**src/tvsel_pkg.sv**
```systemverilog
// Constants shared by the tuning and selection control block
// Assumes a single 10 MHz system clock and synchronous active-high reset
//
// Behaviour
// - Channel-mode high: step key falling edge steps program 0..29 with wrap
// - Channel-mode low: channel shown; keys ring-count tens and units, no carry
// - Search advances channel every 250 ms, 99 wraps to 0
// - Search ends on stop falling edge, mode back to program, or digit key
// - Search stopped by stop signal never resumes when stop goes inactive
// - Search-active output high for the whole search
// - Held fine-tune key steps 4 per second, limited +3.875 to -4 MHz
// - At a tuning limit the channel indication blinks every 0.5 s
// - Store press saves tuning under displayed program, display unchanged
// - Mute high 100 ms before each tuning output until 20 ms after
// - Mute also high during search and while stop signal is absent
// - Remote direct-channel shows channel; 8 s idle returns to program
// - Every instruction restarts 8 s timeout; counting starts after release
// - First remote digit sets tens, units shows dash; second digit loads tuning
// - Remote fine tune: short press one step, held repeats every 250 ms
// - Remote overflow blinks only if channel indication was already visible
// - End-of-instruction flag set 8 s after last repeat, and by external cmd
// - Remote store saves channel and offset, returns to program; blocked in search
// - Remote tens-up adds 10 mod 100; units-up adds 1 mod 10, no carry
// - Remote search starts on new press only, stops on transmitter found
// - Other remote commands except store stop search; external cmd to program, digits and others stay channel
// - Two straps select feature set per the four combinations
// - Each fine-tune step moves offset by 125 kHz
package tvsel_pkg;
	localparam int unsigned CLK_HZ        = 10_000_000;
	localparam int unsigned SEARCH_MS     = 250;
	localparam int unsigned FT_MS         = 250;
	localparam int unsigned BLINK_MS      = 500;
	localparam int unsigned MUTE_PRE_MS   = 100;
	localparam int unsigned MUTE_POST_MS  = 20;
	localparam int unsigned IDLE_MS       = 8000;
	localparam int unsigned CYC_PER_MS    = CLK_HZ / 1000;
	localparam int unsigned SEARCH_CYC    = SEARCH_MS * CYC_PER_MS;
	localparam int unsigned FT_CYC        = FT_MS * CYC_PER_MS;
	localparam int unsigned BLINK_CYC     = BLINK_MS * CYC_PER_MS;
	localparam int unsigned MUTE_PRE_CYC  = MUTE_PRE_MS * CYC_PER_MS;
	localparam int unsigned MUTE_POST_CYC = MUTE_POST_MS * CYC_PER_MS;
	localparam int unsigned IDLE_CYC      = IDLE_MS * CYC_PER_MS;
	// Program range and tuning offset in 125 kHz steps
	localparam logic [4:0] PROG_MAX     = 5'h1d;
	localparam logic [6:0] FT_STEP_KHZ  = 7'h7d;
	localparam logic signed [5:0] FT_MAX = 6'sh1f;
	localparam logic signed [5:0] FT_MIN = -6'sh20;
	// Reset values
	localparam logic [4:0] PROG_RST   = 5'h01;
	localparam logic [3:0] TENS_RST   = 4'h0;
	localparam logic [3:0] UNITS_RST  = 4'h1;
	// Remote command codes
	typedef enum logic [3:0] {
		TVSEL_RC_NONE, TVSEL_RC_DIGIT, TVSEL_RC_CHAN, TVSEL_RC_STORE,
		TVSEL_RC_SEARCH, TVSEL_RC_FT_UP, TVSEL_RC_FT_DN, TVSEL_RC_P_UP,
		TVSEL_RC_P_DN, TVSEL_RC_EXT
	} tvsel_rc_t;
	typedef enum logic [1:0] {
		TVSEL_TO_IDLE, TVSEL_TO_PRE, TVSEL_TO_POST
	} tvsel_out_t;
endpackage

```
**src/tvsel_sync.sv**
```systemverilog
// Two-flop synchroniser with falling-edge detect for active-low keys
// Assumes inputs are asynchronous pins
`timescale 1ns/1ps
module tvsel_sync #(
	parameter int W = 1
) (
	// Clock and reset
	input  wire logic         clk,
	input  wire logic         rst,
	// Pins and results
	input  wire logic [W-1:0] pin,
	output logic      [W-1:0] level,
	output logic      [W-1:0] fall
);
	typedef struct packed {
		logic [W-1:0] s1;
		logic [W-1:0] s2;
		logic [W-1:0] s3;
	} tvsel_sy_t;
	tvsel_sy_t st_r, st_nxt;
	always_comb begin
		st_nxt    = st_r;
		st_nxt.s1 = pin;
		st_nxt.s2 = st_r.s1;
		st_nxt.s3 = st_r.s2;
	end
	always_ff @(posedge clk) begin
		if (rst)
			st_r <= '{default: '1};
		else
			st_r <= st_nxt;
	end
	assign level = st_r.s2;
	assign fall  = st_r.s3 & ~st_r.s2;
endmodule // tvsel_sync

```
**src/tvsel_timer.sv**
```systemverilog
// Reloadable down-counter giving a one-cycle pulse on expiry
// Assumes load and run come from logic on the same clock
`timescale 1ns/1ps
module tvsel_timer #(
	parameter int unsigned N = 16
) (
	// Clock and reset
	input  wire logic clk,
	input  wire logic rst,
	// Control
	input  wire logic load,
	input  wire logic run,
	input  wire logic [31:0] count,
	// Status
	output logic      busy,
	output logic      done
);
	typedef struct packed {
		logic [31:0] cnt;
		logic        done;
	} tvsel_tm_t;
	tvsel_tm_t st_r, st_nxt;
	always_comb begin
		st_nxt      = st_r;
		st_nxt.done = 1'b0;
		if (load)
			st_nxt.cnt = count;
		else if (run && st_r.cnt != 32'h0) begin
			st_nxt.cnt = st_r.cnt - 32'h1;
			st_nxt.done = (st_r.cnt == 32'h1);
		end
	end
	always_ff @(posedge clk) begin
		if (rst)
			st_r <= '0;
		else
			st_r <= st_nxt;
	end
	assign busy = (st_r.cnt != 32'h0);
	assign done = st_r.done;
endmodule // tvsel_timer

```
**src/tvsel_ctrl.sv**
```systemverilog
// Tuning and selection control: program/channel selection, search,
// fine tuning, store, mute and remote 8 s channel mode.
// Assumes panel keys are active-low pins; remote commands arrive as a code
// held while the remote button is held (code NONE when released).
`timescale 1ns/1ps
module tvsel_ctrl #(
	parameter int unsigned SEARCH_CYC    = tvsel_pkg::SEARCH_CYC,
	parameter int unsigned FT_CYC        = tvsel_pkg::FT_CYC,
	parameter int unsigned BLINK_CYC     = tvsel_pkg::BLINK_CYC,
	parameter int unsigned MUTE_PRE_CYC  = tvsel_pkg::MUTE_PRE_CYC,
	parameter int unsigned MUTE_POST_CYC = tvsel_pkg::MUTE_POST_CYC,
	parameter int unsigned IDLE_CYC      = tvsel_pkg::IDLE_CYC
) (
	// Clock and reset
	input  wire logic       clk,
	input  wire logic       rst,
	// Panel keys, active low pins
	input  wire logic       channel_mode_select_n,
	input  wire logic       prog_up_n,
	input  wire logic       prog_dn_n,
	input  wire logic       search_start_key_n,
	input  wire logic       tune_up_key_n,
	input  wire logic       tune_down_key_n,
	input  wire logic       store_key_n,
	input  wire logic       stop_n,
	// Straps
	input  wire logic       reduced_feature_strap,
	input  wire logic       no_storage_strap,
	// Remote receiver
	input  wire logic [3:0] rc_code,
	input  wire logic [3:0] rc_digit,
	// Tuning word out
	output logic [3:0]      tune_tens,
	output logic [3:0]      tune_units,
	output logic [5:0]      tune_offset,
	output logic            tune_load,
	// Store to memory
	output logic [4:0]      store_prog,
	output logic            store_req,
	// Display
	output logic [4:0]      prog_num,
	output logic            chan_show,
	output logic            chan_blank,
	output logic            units_dash,
	// Status
	output logic            mute,
	output logic            search_active_out,
	output logic            channel_mode_out,
	output logic            end_instr_flag
);
	// ====================================================================
	// Input synchronisation
	logic [7:0] pin_lvl, pin_fall;
	logic [3:0] rc_s1_r, rc_s2_r, rc_prev_r, dg_s1_r, dg_s2_r;
	tvsel_sync #(.W(8)) u_sync (
		.clk   (clk),
		.rst   (rst),
		.pin   ({stop_n, store_key_n, tune_down_key_n, tune_up_key_n,
		         search_start_key_n, prog_dn_n, prog_up_n,
		         channel_mode_select_n}),
		.level (pin_lvl),
		.fall  (pin_fall)
	);
	always_ff @(posedge clk) begin
		if (rst) begin
			rc_s1_r   <= 4'h0;
			rc_s2_r   <= 4'h0;
			rc_prev_r <= 4'h0;
			dg_s1_r   <= 4'h0;
			dg_s2_r   <= 4'h0;
		end else begin
			rc_s1_r   <= rc_code;
			rc_s2_r   <= rc_s1_r;
			rc_prev_r <= rc_s2_r;
			dg_s1_r   <= rc_digit;
			dg_s2_r   <= dg_s1_r;
		end
	end
	logic channel_mode_select_chan, stop_act, stop_fall;
	logic rc_new, rc_held, rc_rel;
	assign channel_mode_select_chan = ~pin_lvl[0];
	assign stop_act   = ~pin_lvl[7];
	assign stop_fall  = pin_fall[7];
	assign rc_new  = (rc_s2_r != rc_prev_r) && (rc_s2_r != 4'h0);
	assign rc_held = (rc_s2_r != 4'h0);
	assign rc_rel  = (rc_s2_r == 4'h0) && (rc_prev_r != 4'h0);

	// ====================================================================
	// Feature set from straps
	logic ext_prog, allow_store, allow_chan, allow_ft;
	assign ext_prog    = ~no_storage_strap;
	assign allow_store = ~reduced_feature_strap & ~no_storage_strap;
	assign allow_chan  = ~reduced_feature_strap | no_storage_strap;
	assign allow_ft    = ~reduced_feature_strap;

	// ====================================================================
	// State
	typedef struct packed {
		logic [4:0]        prog;
		logic [3:0]        tens;
		logic [3:0]        units;
		logic signed [5:0] ft;
		logic              search;
		logic              rc_chan;
		logic              dash;
		logic              ft_lim;
		logic              blink_ok;
		logic              blink;
		logic              eoi;
		logic              ft_dir;
		logic              ft_run;
		logic              load_pend;
		logic              store;
		tvsel_pkg::tvsel_out_t out;
	} tvsel_st_t;
	tvsel_st_t st_r, st_nxt;

	logic tick_search, tick_ft, tick_blink, idle_done, mute_done;
	logic idle_busy, mute_busy, ld_idle, ld_mute, blink_busy;
	logic [31:0] mute_cnt;
	tvsel_timer u_search (.clk(clk), .rst(rst), .load(~st_r.search | tick_search),
		.run(st_r.search), .count(32'(SEARCH_CYC)), .busy(),
		.done(tick_search));
	tvsel_timer u_ft (.clk(clk), .rst(rst), .load(~st_r.ft_run | tick_ft),
		.run(st_r.ft_run), .count(32'(FT_CYC)), .busy(), .done(tick_ft));
	// Reloads itself when empty; a zero count would otherwise never restart
	tvsel_timer u_blink (.clk(clk), .rst(rst), .load(~blink_busy),
		.run(st_r.ft_lim), .count(32'(BLINK_CYC)), .busy(blink_busy),
		.done(tick_blink));
	// Idle count held while remote button is down
	tvsel_timer u_idle (.clk(clk), .rst(rst), .load(ld_idle),
		.run(~rc_held), .count(32'(IDLE_CYC)), .busy(idle_busy),
		.done(idle_done));
	tvsel_timer u_mute (.clk(clk), .rst(rst), .load(ld_mute),
		.run(st_r.out != tvsel_pkg::TVSEL_TO_IDLE), .count(mute_cnt),
		.busy(mute_busy), .done(mute_done));
	assign ld_idle = rc_new | (rc_held & (rc_s2_r != rc_prev_r));

	function automatic logic [3:0] inc10(input logic [3:0] v);
		inc10 = (v == 4'h9) ? 4'h0 : v + 4'h1;
	endfunction

	tvsel_pkg::tvsel_rc_t rc;
	logic chan_mode, ft_up_key, ft_dn_key;
	always_comb begin
		st_nxt    = st_r;
		rc        = tvsel_pkg::tvsel_rc_t'(rc_new ? rc_s2_r : 4'h0);
		chan_mode = (channel_mode_select_chan & ext_prog) | st_r.rc_chan | ~ext_prog;
		ft_up_key = ~pin_lvl[4] | (allow_ft & rc_s2_r == 4'h5);
		ft_dn_key = ~pin_lvl[5] | (allow_ft & rc_s2_r == 4'h6);
		st_nxt.store = 1'b0;
		if (st_r.load_pend && st_r.out == tvsel_pkg::TVSEL_TO_IDLE)
			st_nxt.load_pend = 1'b0;
		// Panel stepping
		if (!chan_mode && pin_fall[1])
			st_nxt.prog = (st_r.prog == tvsel_pkg::PROG_MAX) ? 5'h0
				: st_r.prog + 5'h1;
		if (!chan_mode && pin_fall[2])
			st_nxt.prog = (st_r.prog == 5'h0) ? tvsel_pkg::PROG_MAX
				: st_r.prog - 5'h1;
		if (chan_mode && pin_fall[1]) begin
			st_nxt.units = inc10(st_r.units);
			st_nxt.search = 1'b0;
			st_nxt.load_pend = 1'b1;
		end
		if (chan_mode && pin_fall[2]) begin
			st_nxt.tens = inc10(st_r.tens);
			st_nxt.search = 1'b0;
			st_nxt.load_pend = 1'b1;
		end
		if (chan_mode && pin_fall[3]) begin
			st_nxt.search = 1'b1;
			st_nxt.eoi = 1'b0;
		end
		if (pin_fall[6] && allow_store)
			st_nxt.store = 1'b1;
		// Remote commands
		if (rc != tvsel_pkg::TVSEL_RC_NONE)
			st_nxt.eoi = 1'b0;
		unique case (rc)
			tvsel_pkg::TVSEL_RC_NONE: ;
			tvsel_pkg::TVSEL_RC_DIGIT: begin
				st_nxt.search = 1'b0;
				if (allow_chan) begin
					st_nxt.rc_chan = ext_prog;
					if (!st_r.dash) begin
						st_nxt.tens = dg_s2_r;
						st_nxt.dash = 1'b1;
					end else begin
						st_nxt.units = dg_s2_r;
						st_nxt.dash = 1'b0;
						st_nxt.load_pend = 1'b1;
					end
				end
			end
			tvsel_pkg::TVSEL_RC_CHAN:
				if (allow_store) begin
					st_nxt.search = 1'b0;
					st_nxt.rc_chan = 1'b1;
				end
			tvsel_pkg::TVSEL_RC_STORE:
				if (allow_store && !st_r.search) begin
					st_nxt.store = 1'b1;
					st_nxt.rc_chan = 1'b0;
					st_nxt.dash = 1'b0;
				end
			tvsel_pkg::TVSEL_RC_SEARCH:
				if (!st_r.search) begin
					st_nxt.search = 1'b1;
					st_nxt.rc_chan = ext_prog;
				end
			tvsel_pkg::TVSEL_RC_FT_UP, tvsel_pkg::TVSEL_RC_FT_DN: begin
				st_nxt.search = 1'b0;
				st_nxt.blink_ok = chan_mode;
			end
			tvsel_pkg::TVSEL_RC_P_UP:
				if (!reduced_feature_strap) begin
					st_nxt.search = 1'b0;
					if (chan_mode) begin
						st_nxt.units = inc10(st_r.units);
						st_nxt.load_pend = 1'b1;
					end else
						st_nxt.prog = (st_r.prog == tvsel_pkg::PROG_MAX)
							? 5'h0 : st_r.prog + 5'h1;
				end
			tvsel_pkg::TVSEL_RC_P_DN:
				if (!reduced_feature_strap) begin
					st_nxt.search = 1'b0;
					if (chan_mode) begin
						st_nxt.tens = inc10(st_r.tens);
						st_nxt.load_pend = 1'b1;
					end else
						st_nxt.prog = (st_r.prog == 5'h0)
							? tvsel_pkg::PROG_MAX : st_r.prog - 5'h1;
				end
			tvsel_pkg::TVSEL_RC_EXT: begin
				st_nxt.search = 1'b0;
				st_nxt.rc_chan = 1'b0;
				st_nxt.dash = 1'b0;
				st_nxt.eoi = 1'b1;
			end
			default: ;
		endcase
		// Search stepping and termination
		if (st_r.search && tick_search) begin
			st_nxt.load_pend = 1'b1;
			if (st_r.units == 4'h9) begin
				st_nxt.units = 4'h0;
				st_nxt.tens = inc10(st_r.tens);
			end else
				st_nxt.units = st_r.units + 4'h1;
		end
		// The stop edge or program mode ends a search; stop release never restarts it
		if (stop_fall || (!chan_mode && !st_nxt.rc_chan))
			st_nxt.search = 1'b0;
		// Fine tuning with limits and repeat rate
		st_nxt.ft_run = ft_up_key ^ ft_dn_key;
		st_nxt.ft_dir = ft_up_key;
		if ((st_r.ft_run && tick_ft) ||
		    (rc == tvsel_pkg::TVSEL_RC_FT_UP && allow_ft) ||
		    (rc == tvsel_pkg::TVSEL_RC_FT_DN && allow_ft) ||
		    (pin_fall[4] | pin_fall[5])) begin
			if (ft_up_key && st_r.ft != tvsel_pkg::FT_MAX) begin
				st_nxt.ft = st_r.ft + 6'sh1;
				st_nxt.load_pend = 1'b1;
			end else if (ft_dn_key && st_r.ft != tvsel_pkg::FT_MIN) begin
				st_nxt.ft = st_r.ft - 6'sh1;
				st_nxt.load_pend = 1'b1;
			end
		end
		st_nxt.ft_lim = (st_nxt.ft == tvsel_pkg::FT_MAX) ||
			(st_nxt.ft == tvsel_pkg::FT_MIN);
		if (pin_fall[4] | pin_fall[5])
			st_nxt.blink_ok = 1'b1;
		if (tick_blink)
			st_nxt.blink = ~st_r.blink & st_r.ft_lim & st_r.blink_ok;
		if (!st_r.ft_lim)
			st_nxt.blink = 1'b0;
		// Remote 8 s channel mode and end-of-instruction
		if (idle_done) begin
			st_nxt.rc_chan = 1'b0;
			st_nxt.dash = 1'b0;
			st_nxt.eoi = 1'b1;
		end
		if (st_r.store)
			st_nxt.rc_chan = st_nxt.rc_chan;
		// Mute sequence around each tuning load
		unique case (st_r.out)
			tvsel_pkg::TVSEL_TO_IDLE:
				if (st_r.load_pend)
					st_nxt.out = tvsel_pkg::TVSEL_TO_PRE;
			tvsel_pkg::TVSEL_TO_PRE:
				if (mute_done)
					st_nxt.out = tvsel_pkg::TVSEL_TO_POST;
			tvsel_pkg::TVSEL_TO_POST:
				if (mute_done)
					st_nxt.out = tvsel_pkg::TVSEL_TO_IDLE;
		endcase
		// Events during a sequence stay pending for the next one
	end
	assign ld_mute = (st_r.out == tvsel_pkg::TVSEL_TO_IDLE && st_r.load_pend)
		|| (st_r.out == tvsel_pkg::TVSEL_TO_PRE && mute_done);
	assign mute_cnt = (st_r.out == tvsel_pkg::TVSEL_TO_IDLE)
		? 32'(MUTE_PRE_CYC) : 32'(MUTE_POST_CYC);

	always_ff @(posedge clk) begin
		if (rst) begin
			st_r       <= '0;
			st_r.prog  <= tvsel_pkg::PROG_RST;
			st_r.tens  <= tvsel_pkg::TENS_RST;
			st_r.units <= tvsel_pkg::UNITS_RST;
			st_r.eoi   <= 1'b1;
			st_r.out   <= tvsel_pkg::TVSEL_TO_IDLE;
		end else
			st_r <= st_nxt;
	end

	// ====================================================================
	// Outputs; tuning word is latched at end of the pre-mute wait
	logic [3:0] tt_r, tu_r;
	logic [5:0] to_r;
	logic       tl_r;
	always_ff @(posedge clk) begin
		if (rst) begin
			tt_r <= 4'h0;
			tu_r <= 4'h0;
			to_r <= 6'h0;
			tl_r <= 1'b0;
		end else begin
			tl_r <= (st_r.out == tvsel_pkg::TVSEL_TO_PRE) && mute_done;
			if ((st_r.out == tvsel_pkg::TVSEL_TO_PRE) && mute_done) begin
				tt_r <= st_r.tens;
				tu_r <= st_r.units;
				to_r <= st_r.ft;
			end
		end
	end
	assign tune_tens   = tt_r;
	assign tune_units  = tu_r;
	assign tune_offset = to_r;
	assign tune_load   = tl_r;
	assign store_prog  = st_r.prog;
	assign store_req   = st_r.store;
	assign prog_num    = st_r.prog;
	assign channel_mode_out = (channel_mode_select_chan & ext_prog) | st_r.rc_chan
		| ~ext_prog;
	assign chan_show   = channel_mode_out | st_r.search;
	assign chan_blank  = st_r.blink;
	assign units_dash  = st_r.dash;
	assign search_active_out = st_r.search;
	assign mute = (st_r.out != tvsel_pkg::TVSEL_TO_IDLE) | st_r.search
		| ~stop_act;
	assign end_instr_flag = st_r.eoi;
endmodule // tvsel_ctrl

```
**config.mk**
```make
export PLATFORM = sky130hd
export DESIGN_NAME = tvsel_ctrl
export DESIGN_NICKNAME = d
export VERILOG_FILES = /design/src/tvsel_pkg.sv /design/src/tvsel_sync.sv /design/src/tvsel_timer.sv /design/src/tvsel_ctrl.sv
export SDC_FILE = /design/constraint.sdc
export NUM_CORES = 1
export LEC_CHECK = 0
export ABC_AREA = 1
export BUFFER_PORTS_ARGS = -buffer_cell sky130_fd_sc_hd__buf_2
export CAP_MARGIN = 25
export CORE_AREA = 3 3 246 248
export CTS_BUF_LIST = sky130_fd_sc_hd__clkbuf_4 sky130_fd_sc_hd__clkbuf_8
export DETAILED_ROUTE_END_ITERATION = 10
export DIE_AREA = 0 0 249 251
export MAX_ROUTING_LAYER = met4
export PLACE_DENSITY = 0.4
export SLEW_MARGIN = 20
export SYNTH_ARGS = -nofsm -noshare
export SYNTH_HDL_FRONTEND = slang
export SYNTH_HIERARCHICAL = 1
export SYNTH_SLANG_ARGS = --single-unit
```
**constraint.sdc**
```tcl
create_clock -name clk -period 2.5 [get_ports clk]
set_input_delay 0.25 -clock clk [delete_from_list [all_inputs] [get_ports clk]]
set_output_delay 0.25 -clock clk [all_outputs]
set_load 0.01 [all_outputs]
```
==> results of run 1 <==
## final cells by class
cell class                 count  area [µm²]  share of cell area
antenna                        1        2.50            0.000123
timing repair buffer         111         828              0.0407
inverter                     263         992              0.0488
multi-input combinational   2367       11300               0.556
tap                          773         967              0.0475
clock buffer                  83        1060              0.0521
clock inverter                14        97.6             0.00480
sequential                   254        5080               0.250
## stage by stage
| step | power, µW | setup WS, ps | instance area, µm² |
|---|---|---|---|
| after detailed placement | 14900 | 273 | 19000 |
| final | 19700 | 224 | 20300 |
| after global placement | 15000 | 259 | 19000 |
| after global routing | 21500 | 69.5 | 20300 |
| after floorplan | 12700 | 658 | 18000 |
| after CTS | 20000 | 88.2 | 20300 |
## critical path, delay by kind of cell, from the launching register on
| kind | cells | cell delay, ps |
|---|---|---|
| simple gates | 2 | 250 |
| buf+inv | 4 | 590 |
| flops | 1 | 330 |
| fa+ha+maj | 1 | 210 |
## worst max path at each step
stage,start,end,slack (ps),depth (start not counted)
final,st_r[0],mute,220,7
after global routing,st_r[1],mute,70,7
after CTS,st_r[1],mute,90,7
after detailed placement,st_r[14],st_r[9],270,14
after global placement,st_r[14],st_r[9],260,14
after floorplan,search_active_out,u_search/st_r[6],660,9
## flip-flops by register name, indices dropped and copies added, names as in the netlist, 4 cells and up
name and flops:
u_search/st_r 32, u_mute/st_r 32, u_sync/st_nxt 8, u_sync/st_r 7, tune_units 4, u_ft/st_r 32
tune_offset 6, u_sync/level 8, prog_num 5, st_r 21, u_blink/st_r 32, u_idle/st_r 32
rc_s1_r 4, dg_s2_r 4, rc_prev_r 4, dg_s1_r 4, rc_s2_r 4, tune_tens 4
## per-layer routing
layer / vias to the layer above / share of wire
li1: 9245 / -
met1: 7628 / 0.49
met2: 207 / 0.46
met3: 90 / 0.028
met4: 0 / 0.024
met5: - / 0
## power groups by stage
stage | sequential [µW] | clock, µW | combinational [µW]
after floorplan | 5200 | 0 | 7540
after global placement | 5430 | 0 | 9540
after detailed placement | 5430 | 0 | 9490
after CTS | 5350 | 5060 | 9560
after global routing | 5450 | 5200 | 10900
final | 5350 | 4820 | 9480
## repair_timing
| action | in CTS | in global routing |
|---|---|---|
| endpoints found under the hold margin | 18 | 0 |
| hold buffers | 19 | 0 |
| gates resized for setup | 1 | 3 |
| pin swaps | 0 | 0 |
| setup endpoints to repair | 1 | 2 |
## cell usage in the layout, fill, tap and decap left out, drive strengths merged, types with 20 or more instances in the layout
| master | n |
|---|---|
| ha | 20 |
| dfxtp | 254 |
| clkbuf | 83 |
| a21oi | 70 |
| conb | 153 |
| nand2 | 781 |
| buf | 92 |
| clkinv | 22 |
| o21ai | 118 |
| nor2 | 671 |
| inv | 253 |
| nand4 | 21 |
| nand3 | 330 |
| nand3b | 39 |
| xor2 | 69 |
| o21bai | 23 |
| xnor2 | 30 |
==> impl_metrics.json, run 1 <==
{
  "status": "finished, final reports clean",
  "comb_power_share": 0.482,
  "die_w_um": 249,
  "slowest_delay_ps": 330,
  "grt_overflow": 0,
  "vdd.ir_drop.worst_v": 0.000598,
  "ff2ff_setup_slack_ps": 300,
  "dr.pass1.iters": 5,
  "num_rows": 89,
  "dp_hpwl_mm": 37.5,
  "ioPinCount": 53,
  "yosysWarnings": 6,
  "internal-power_uw": 10700,
  "hold_slack_ps": 81.5,
  "routed_via_density": 4.44,
  "cts_buffer_depth": 3,
  "rr_worst_depth": 11,
  "drive_above_1_share": 0.107,
  "grt.total_usage": 0.171,
  "cts_max_level": 2,
  "grt_max_degree": 47,
  "syn_area_mm2": 0.0174,
  "skew_ps": 37.0,
  "grt_busiest_layer": "met2",
  "p_leak_uw": 0.0101,
  "power_density_mw_per_mm2": 966,
  "slew_viol_final": 0,
  "routedWlPerCell_um": 13.5,
  "grt_use_met1": 0.219,
  "grt_first_pass_wirelength_mm": 86.3,
  "cts_setup_buffers": 0,
  "clock_sinks": 254,
  "p_sw_uw": 9000,
  "required_ps": 2250,
  "hold_start": "reduced_feature_strap",
  "crit_type": "reg2out",
  "layout.nets": 3090,
  "die_y_um": 251,
  "rsz0062_at_grt": "no",
  "min_path_cells": 4,
  "worstSetupEndpointType": "output port",
  "cts_buffers": 53,
  "cp-start-kind": "flip-flop",
  "grt_pass1_vias": 16500,
  "fin_setup_tns_ps": 0,
  "hold_path_end": "store_req",
  "critical_path.max_fanout": 7,
  "dr_total_vias": 17170,
  "synthToLayoutAreaGrowth_pct": 16.7,
  "worst_r2r_endpoint": "u_blink/st_r[31]",
  "period_share": 0.911,
  "cpMostUsedCell": "inv_1",
  "fmax_mhz": 439,
  "syn_avg_cell_area_um2": 6.15,
  "antenna_found_initial": 0,
  "worstPathCellList": "inv_1, ha_4, inv_1, buf_4, nor2_1, nand2_1, buf_2",
  "p_clk_frac": 0.245,
  "drc": 0,
  "p_seq_frac": 0.272,
  "core_mm2": 0.0587,
  "hold_class": "in2reg",
  "grtUsageMet2": 0.281,
  "cts_tree": "done",
  "detail-route-antenna-nets": 0,
  "routed_wl_mm": 52.3,
  "initial_core_util": 0.297,
  "drtIter0Drc": 894,
  "hold_viol": 0,
  "grt_use_met3": 0.0219,
  "portBuffers": 52,
  "clockRootBuffer": "clkbuf_8",
  "slew_headroom": 0.544,
  "dieArea_mm2": 0.0625,
  "gp_congestion": 0.861,
  "netlist_instances": 2836,
  "fillCellCount": 6497,
  "worst_path_max_delay_cell": "dfxtp_1",
  "insertion_delay_ps": 640,
  "p_sw_frac": 0.458,
  "min_period_ps": 2280,
  "dp.cells": 3749,
  "r2r_start": "u_blink/st_r[1]",
  "crit_arrival_ps": 2030,
  "worstMarginPinSlew_ps": 683,
  "cts.clk_slew.worst_paths_ps": 60,
  "fin_util": 0.347,
  "drv_cap": 0,
  "fin_cells": 3866,
  "setup-violations-final": 0
}
No activity file was read; power rests on OpenSTA's default activity.
==> inputs of run 2 (changes only) <==
--- a/config.mk
+++ b/config.mk
@@ -6,14 +6,14 @@
 export NUM_CORES = 1
 export LEC_CHECK = 0
 export ABC_AREA = 1
-export BUFFER_PORTS_ARGS = -buffer_cell sky130_fd_sc_hd__buf_2
 export CAP_MARGIN = 25
-export CORE_AREA = 3 3 246 248
+export CORE_AREA = 3 3 269 271
 export CTS_BUF_LIST = sky130_fd_sc_hd__clkbuf_4 sky130_fd_sc_hd__clkbuf_8
 export DETAILED_ROUTE_END_ITERATION = 10
-export DIE_AREA = 0 0 249 251
+export DIE_AREA = 0 0 272 274
+export DONT_BUFFER_PORTS = 1
 export MAX_ROUTING_LAYER = met4
-export PLACE_DENSITY = 0.4
+export PLACE_DENSITY = 0.34
 export SLEW_MARGIN = 20
 export SYNTH_ARGS = -nofsm -noshare
 export SYNTH_HDL_FRONTEND = slang
==> impl_metrics.json, run 2 (same netlist as run 1, synthesis figures left out) <==
{
  "status": "finished, final reports clean",
  "worst_path_max_delay_cell": "ha_1",
  "gp_congestion": 0.813,
  "rsz0062_at_grt": "no",
  "grtUsageMet2": 0.263,
  "slew_viol_final": 0,
  "cts_buffers": 55,
  "hold_class": "in2reg",
  "cts_max_level": 2,
  "die_w_um": 272,
  "grt.total_usage": 0.158,
  "period_share": 0.919,
  "p_leak_uw": 0.00990,
  "clockRootBuffer": "clkbuf_8",
  "drtIter0Drc": 890,
  "drv_cap": 0,
  "layout_common_cells": "741 x nand2_1, 608 x nor2_1, 325 x nand3_1",
  "place_area_mm2": 0.0189,
  "critical_path.max_fanout": 7,
  "routed_wl_mm": 56.9,
  "routed_via_density": 4.31,
  "fillCellCount": 7956,
  "antenna_found_initial": 1,
  "dp_hpwl_mm": 40.5,
  "initial_core_util": 0.249,
  "crit_type": "reg2out",
  "cts.clk_slew.worst_paths_ps": 60,
  "core_mm2": 0.0700,
  "fin_setup_tns_ps": 0,
  "cpMostUsedCell": "inv_1",
  "grt_max_degree": 123,
  "dieArea_mm2": 0.0745,
  "layout.nets": 3041,
  "power_density_mw_per_mm2": 987,
  "hold_viol": 0,
  "cp-start-kind": "flip-flop",
  "fin_area_mm2": 0.0204,
  "slew_headroom": 0.538,
  "cts_tree": "done",
  "final_common_cell": "nand2_1",
  "crit_arrival_ps": 2050,
  "grt_overflow": 0,
  "grt_pass1_vias": 17141,
  "multiInputGateArea_mm2": 0.0113,
  "insertion_delay_ps": 640,
  "detail-route-antenna-nets": 0,
  "vdd.ir_drop.worst_v": 0.000424,
  "drc": 0,
  "setup-violations-final": 0,
  "clock_sinks": 254,
  "die_y_um": 274,
  "slowest_delay_ps": 420,
  "drive_above_1_share": 0.0922,
  "worstSetupEndpointType": "output port",
  "grt_first_pass_wirelength_mm": 93.2,
  "synthToLayoutAreaGrowth_pct": 16.8,
  "portBuffers": 0,
  "grt_use_met3": 0.0245,
  "grt_busiest_layer": "met2",
  "dr_total_vias": 17165,
  "grt_use_met1": 0.200,
  "num_rows": 97,
  "routedWlPerCell_um": 14.3,
  "worstMarginPinSlew_ps": 689,
  "ff_latch_area_mm2": 0.00509,
  "dr.pass1.iters": 6,
  "min_period_ps": 2300,
  "ff2ff_setup_slack_ps": 320,
  "fmax_mhz": 435,
  "required_ps": 2250,
  "cts_buffer_depth": 3,
  "worstPathCellList": "inv_1, ha_1, inv_1, buf_4, nor2_1, nand2_1",
  "skew_ps": 22.7,
  "ioPinCount": 53
}
[run 2: cell count changes in the layout (fill, tap and decap cells not counted), moves of 2 or more]
cell | before | now
clkbuf_8 | 70 | 68
bufinv_16 | 1 | 4
clkbuf_4 | 13 | 16
clkinv_2 | 14 | 8
buf_2 | 51 | 0
[run 2: final cells by class]
cell class | instances | share of cell area
Antenna cell | 1 | 0.000123
Clock inverter | 10 | 0.00737
Sequential cell | 254 | 0.250
Multi-Input combinational cell | 2367 | 0.556
Inverter | 263 | 0.0487
Timing Repair Buffer | 60 | 0.0284
Clock buffer | 84 | 0.0519
Tap cell | 940 | 0.0578
[run 2: critical path, delay by kind of cell, from the launching register on]
| family | cells | cell delay [ps] |
|---|---|---|
| buf+inv | 3 | 420 |
| fa+ha+maj | 1 | 420 |
| flops | 1 | 310 |
| simple gates | 2 | 240 |
[run 2: stage by stage]
stage	util	worst slack (ps)	std cells	hold WS (ps)	total power [µW]
5_1_grt	0.291	1.96	3979	56.1	22100
4_1_cts	0.290	53.4	3978	6.44	20500
3_5_place_dp	0.270	19.4	3865	347	15000
3_3_place_gp	0.270	3.96	3865	347	15000
6_report	0.291	203	3979	81.3	20100
2_1_floorplan	-	658	2987	335	12700
[run 2: final timing paths]
path / start / to / cells past startpoint
min: reduced_feature_strap / prog_num[4] / 4
max: st_r[1] / mute / 6
min reg2reg: rc_s1_r[1] / rc_s2_r[1] / 2
max reg2reg: st_r[13] / st_r[9] / 14
[run 2: what timing repair did]
action                                 in CTS  in global routing
setup endpoints to repair                   1                  3
resized for setup                           1                  7
gates cloned                                0                  0
pin swaps                                   0                  0
hold buffers                               19                  0
endpoints found under the hold margin     190                  0
buffers inserted                            0                  0
[run 2: metal layers]
layer	part of all wire	wire [µm]
met1	0.48	27600
met2	0.46	26100
met3	0.035	1960
met4	0.022	1270
met5	0	0
[run 2: report_power, final]
| part | internal [µW] | switching (µW) | leakage (µW) |
|---|---|---|---|
| logic | 3210 | 6400 | 0.00717 |
| clock network | 3070 | 2080 | 0.000643 |
| registers | 4620 | 737 | 0.00209 |
| total | 10900 | 9210 | 0.00990 |
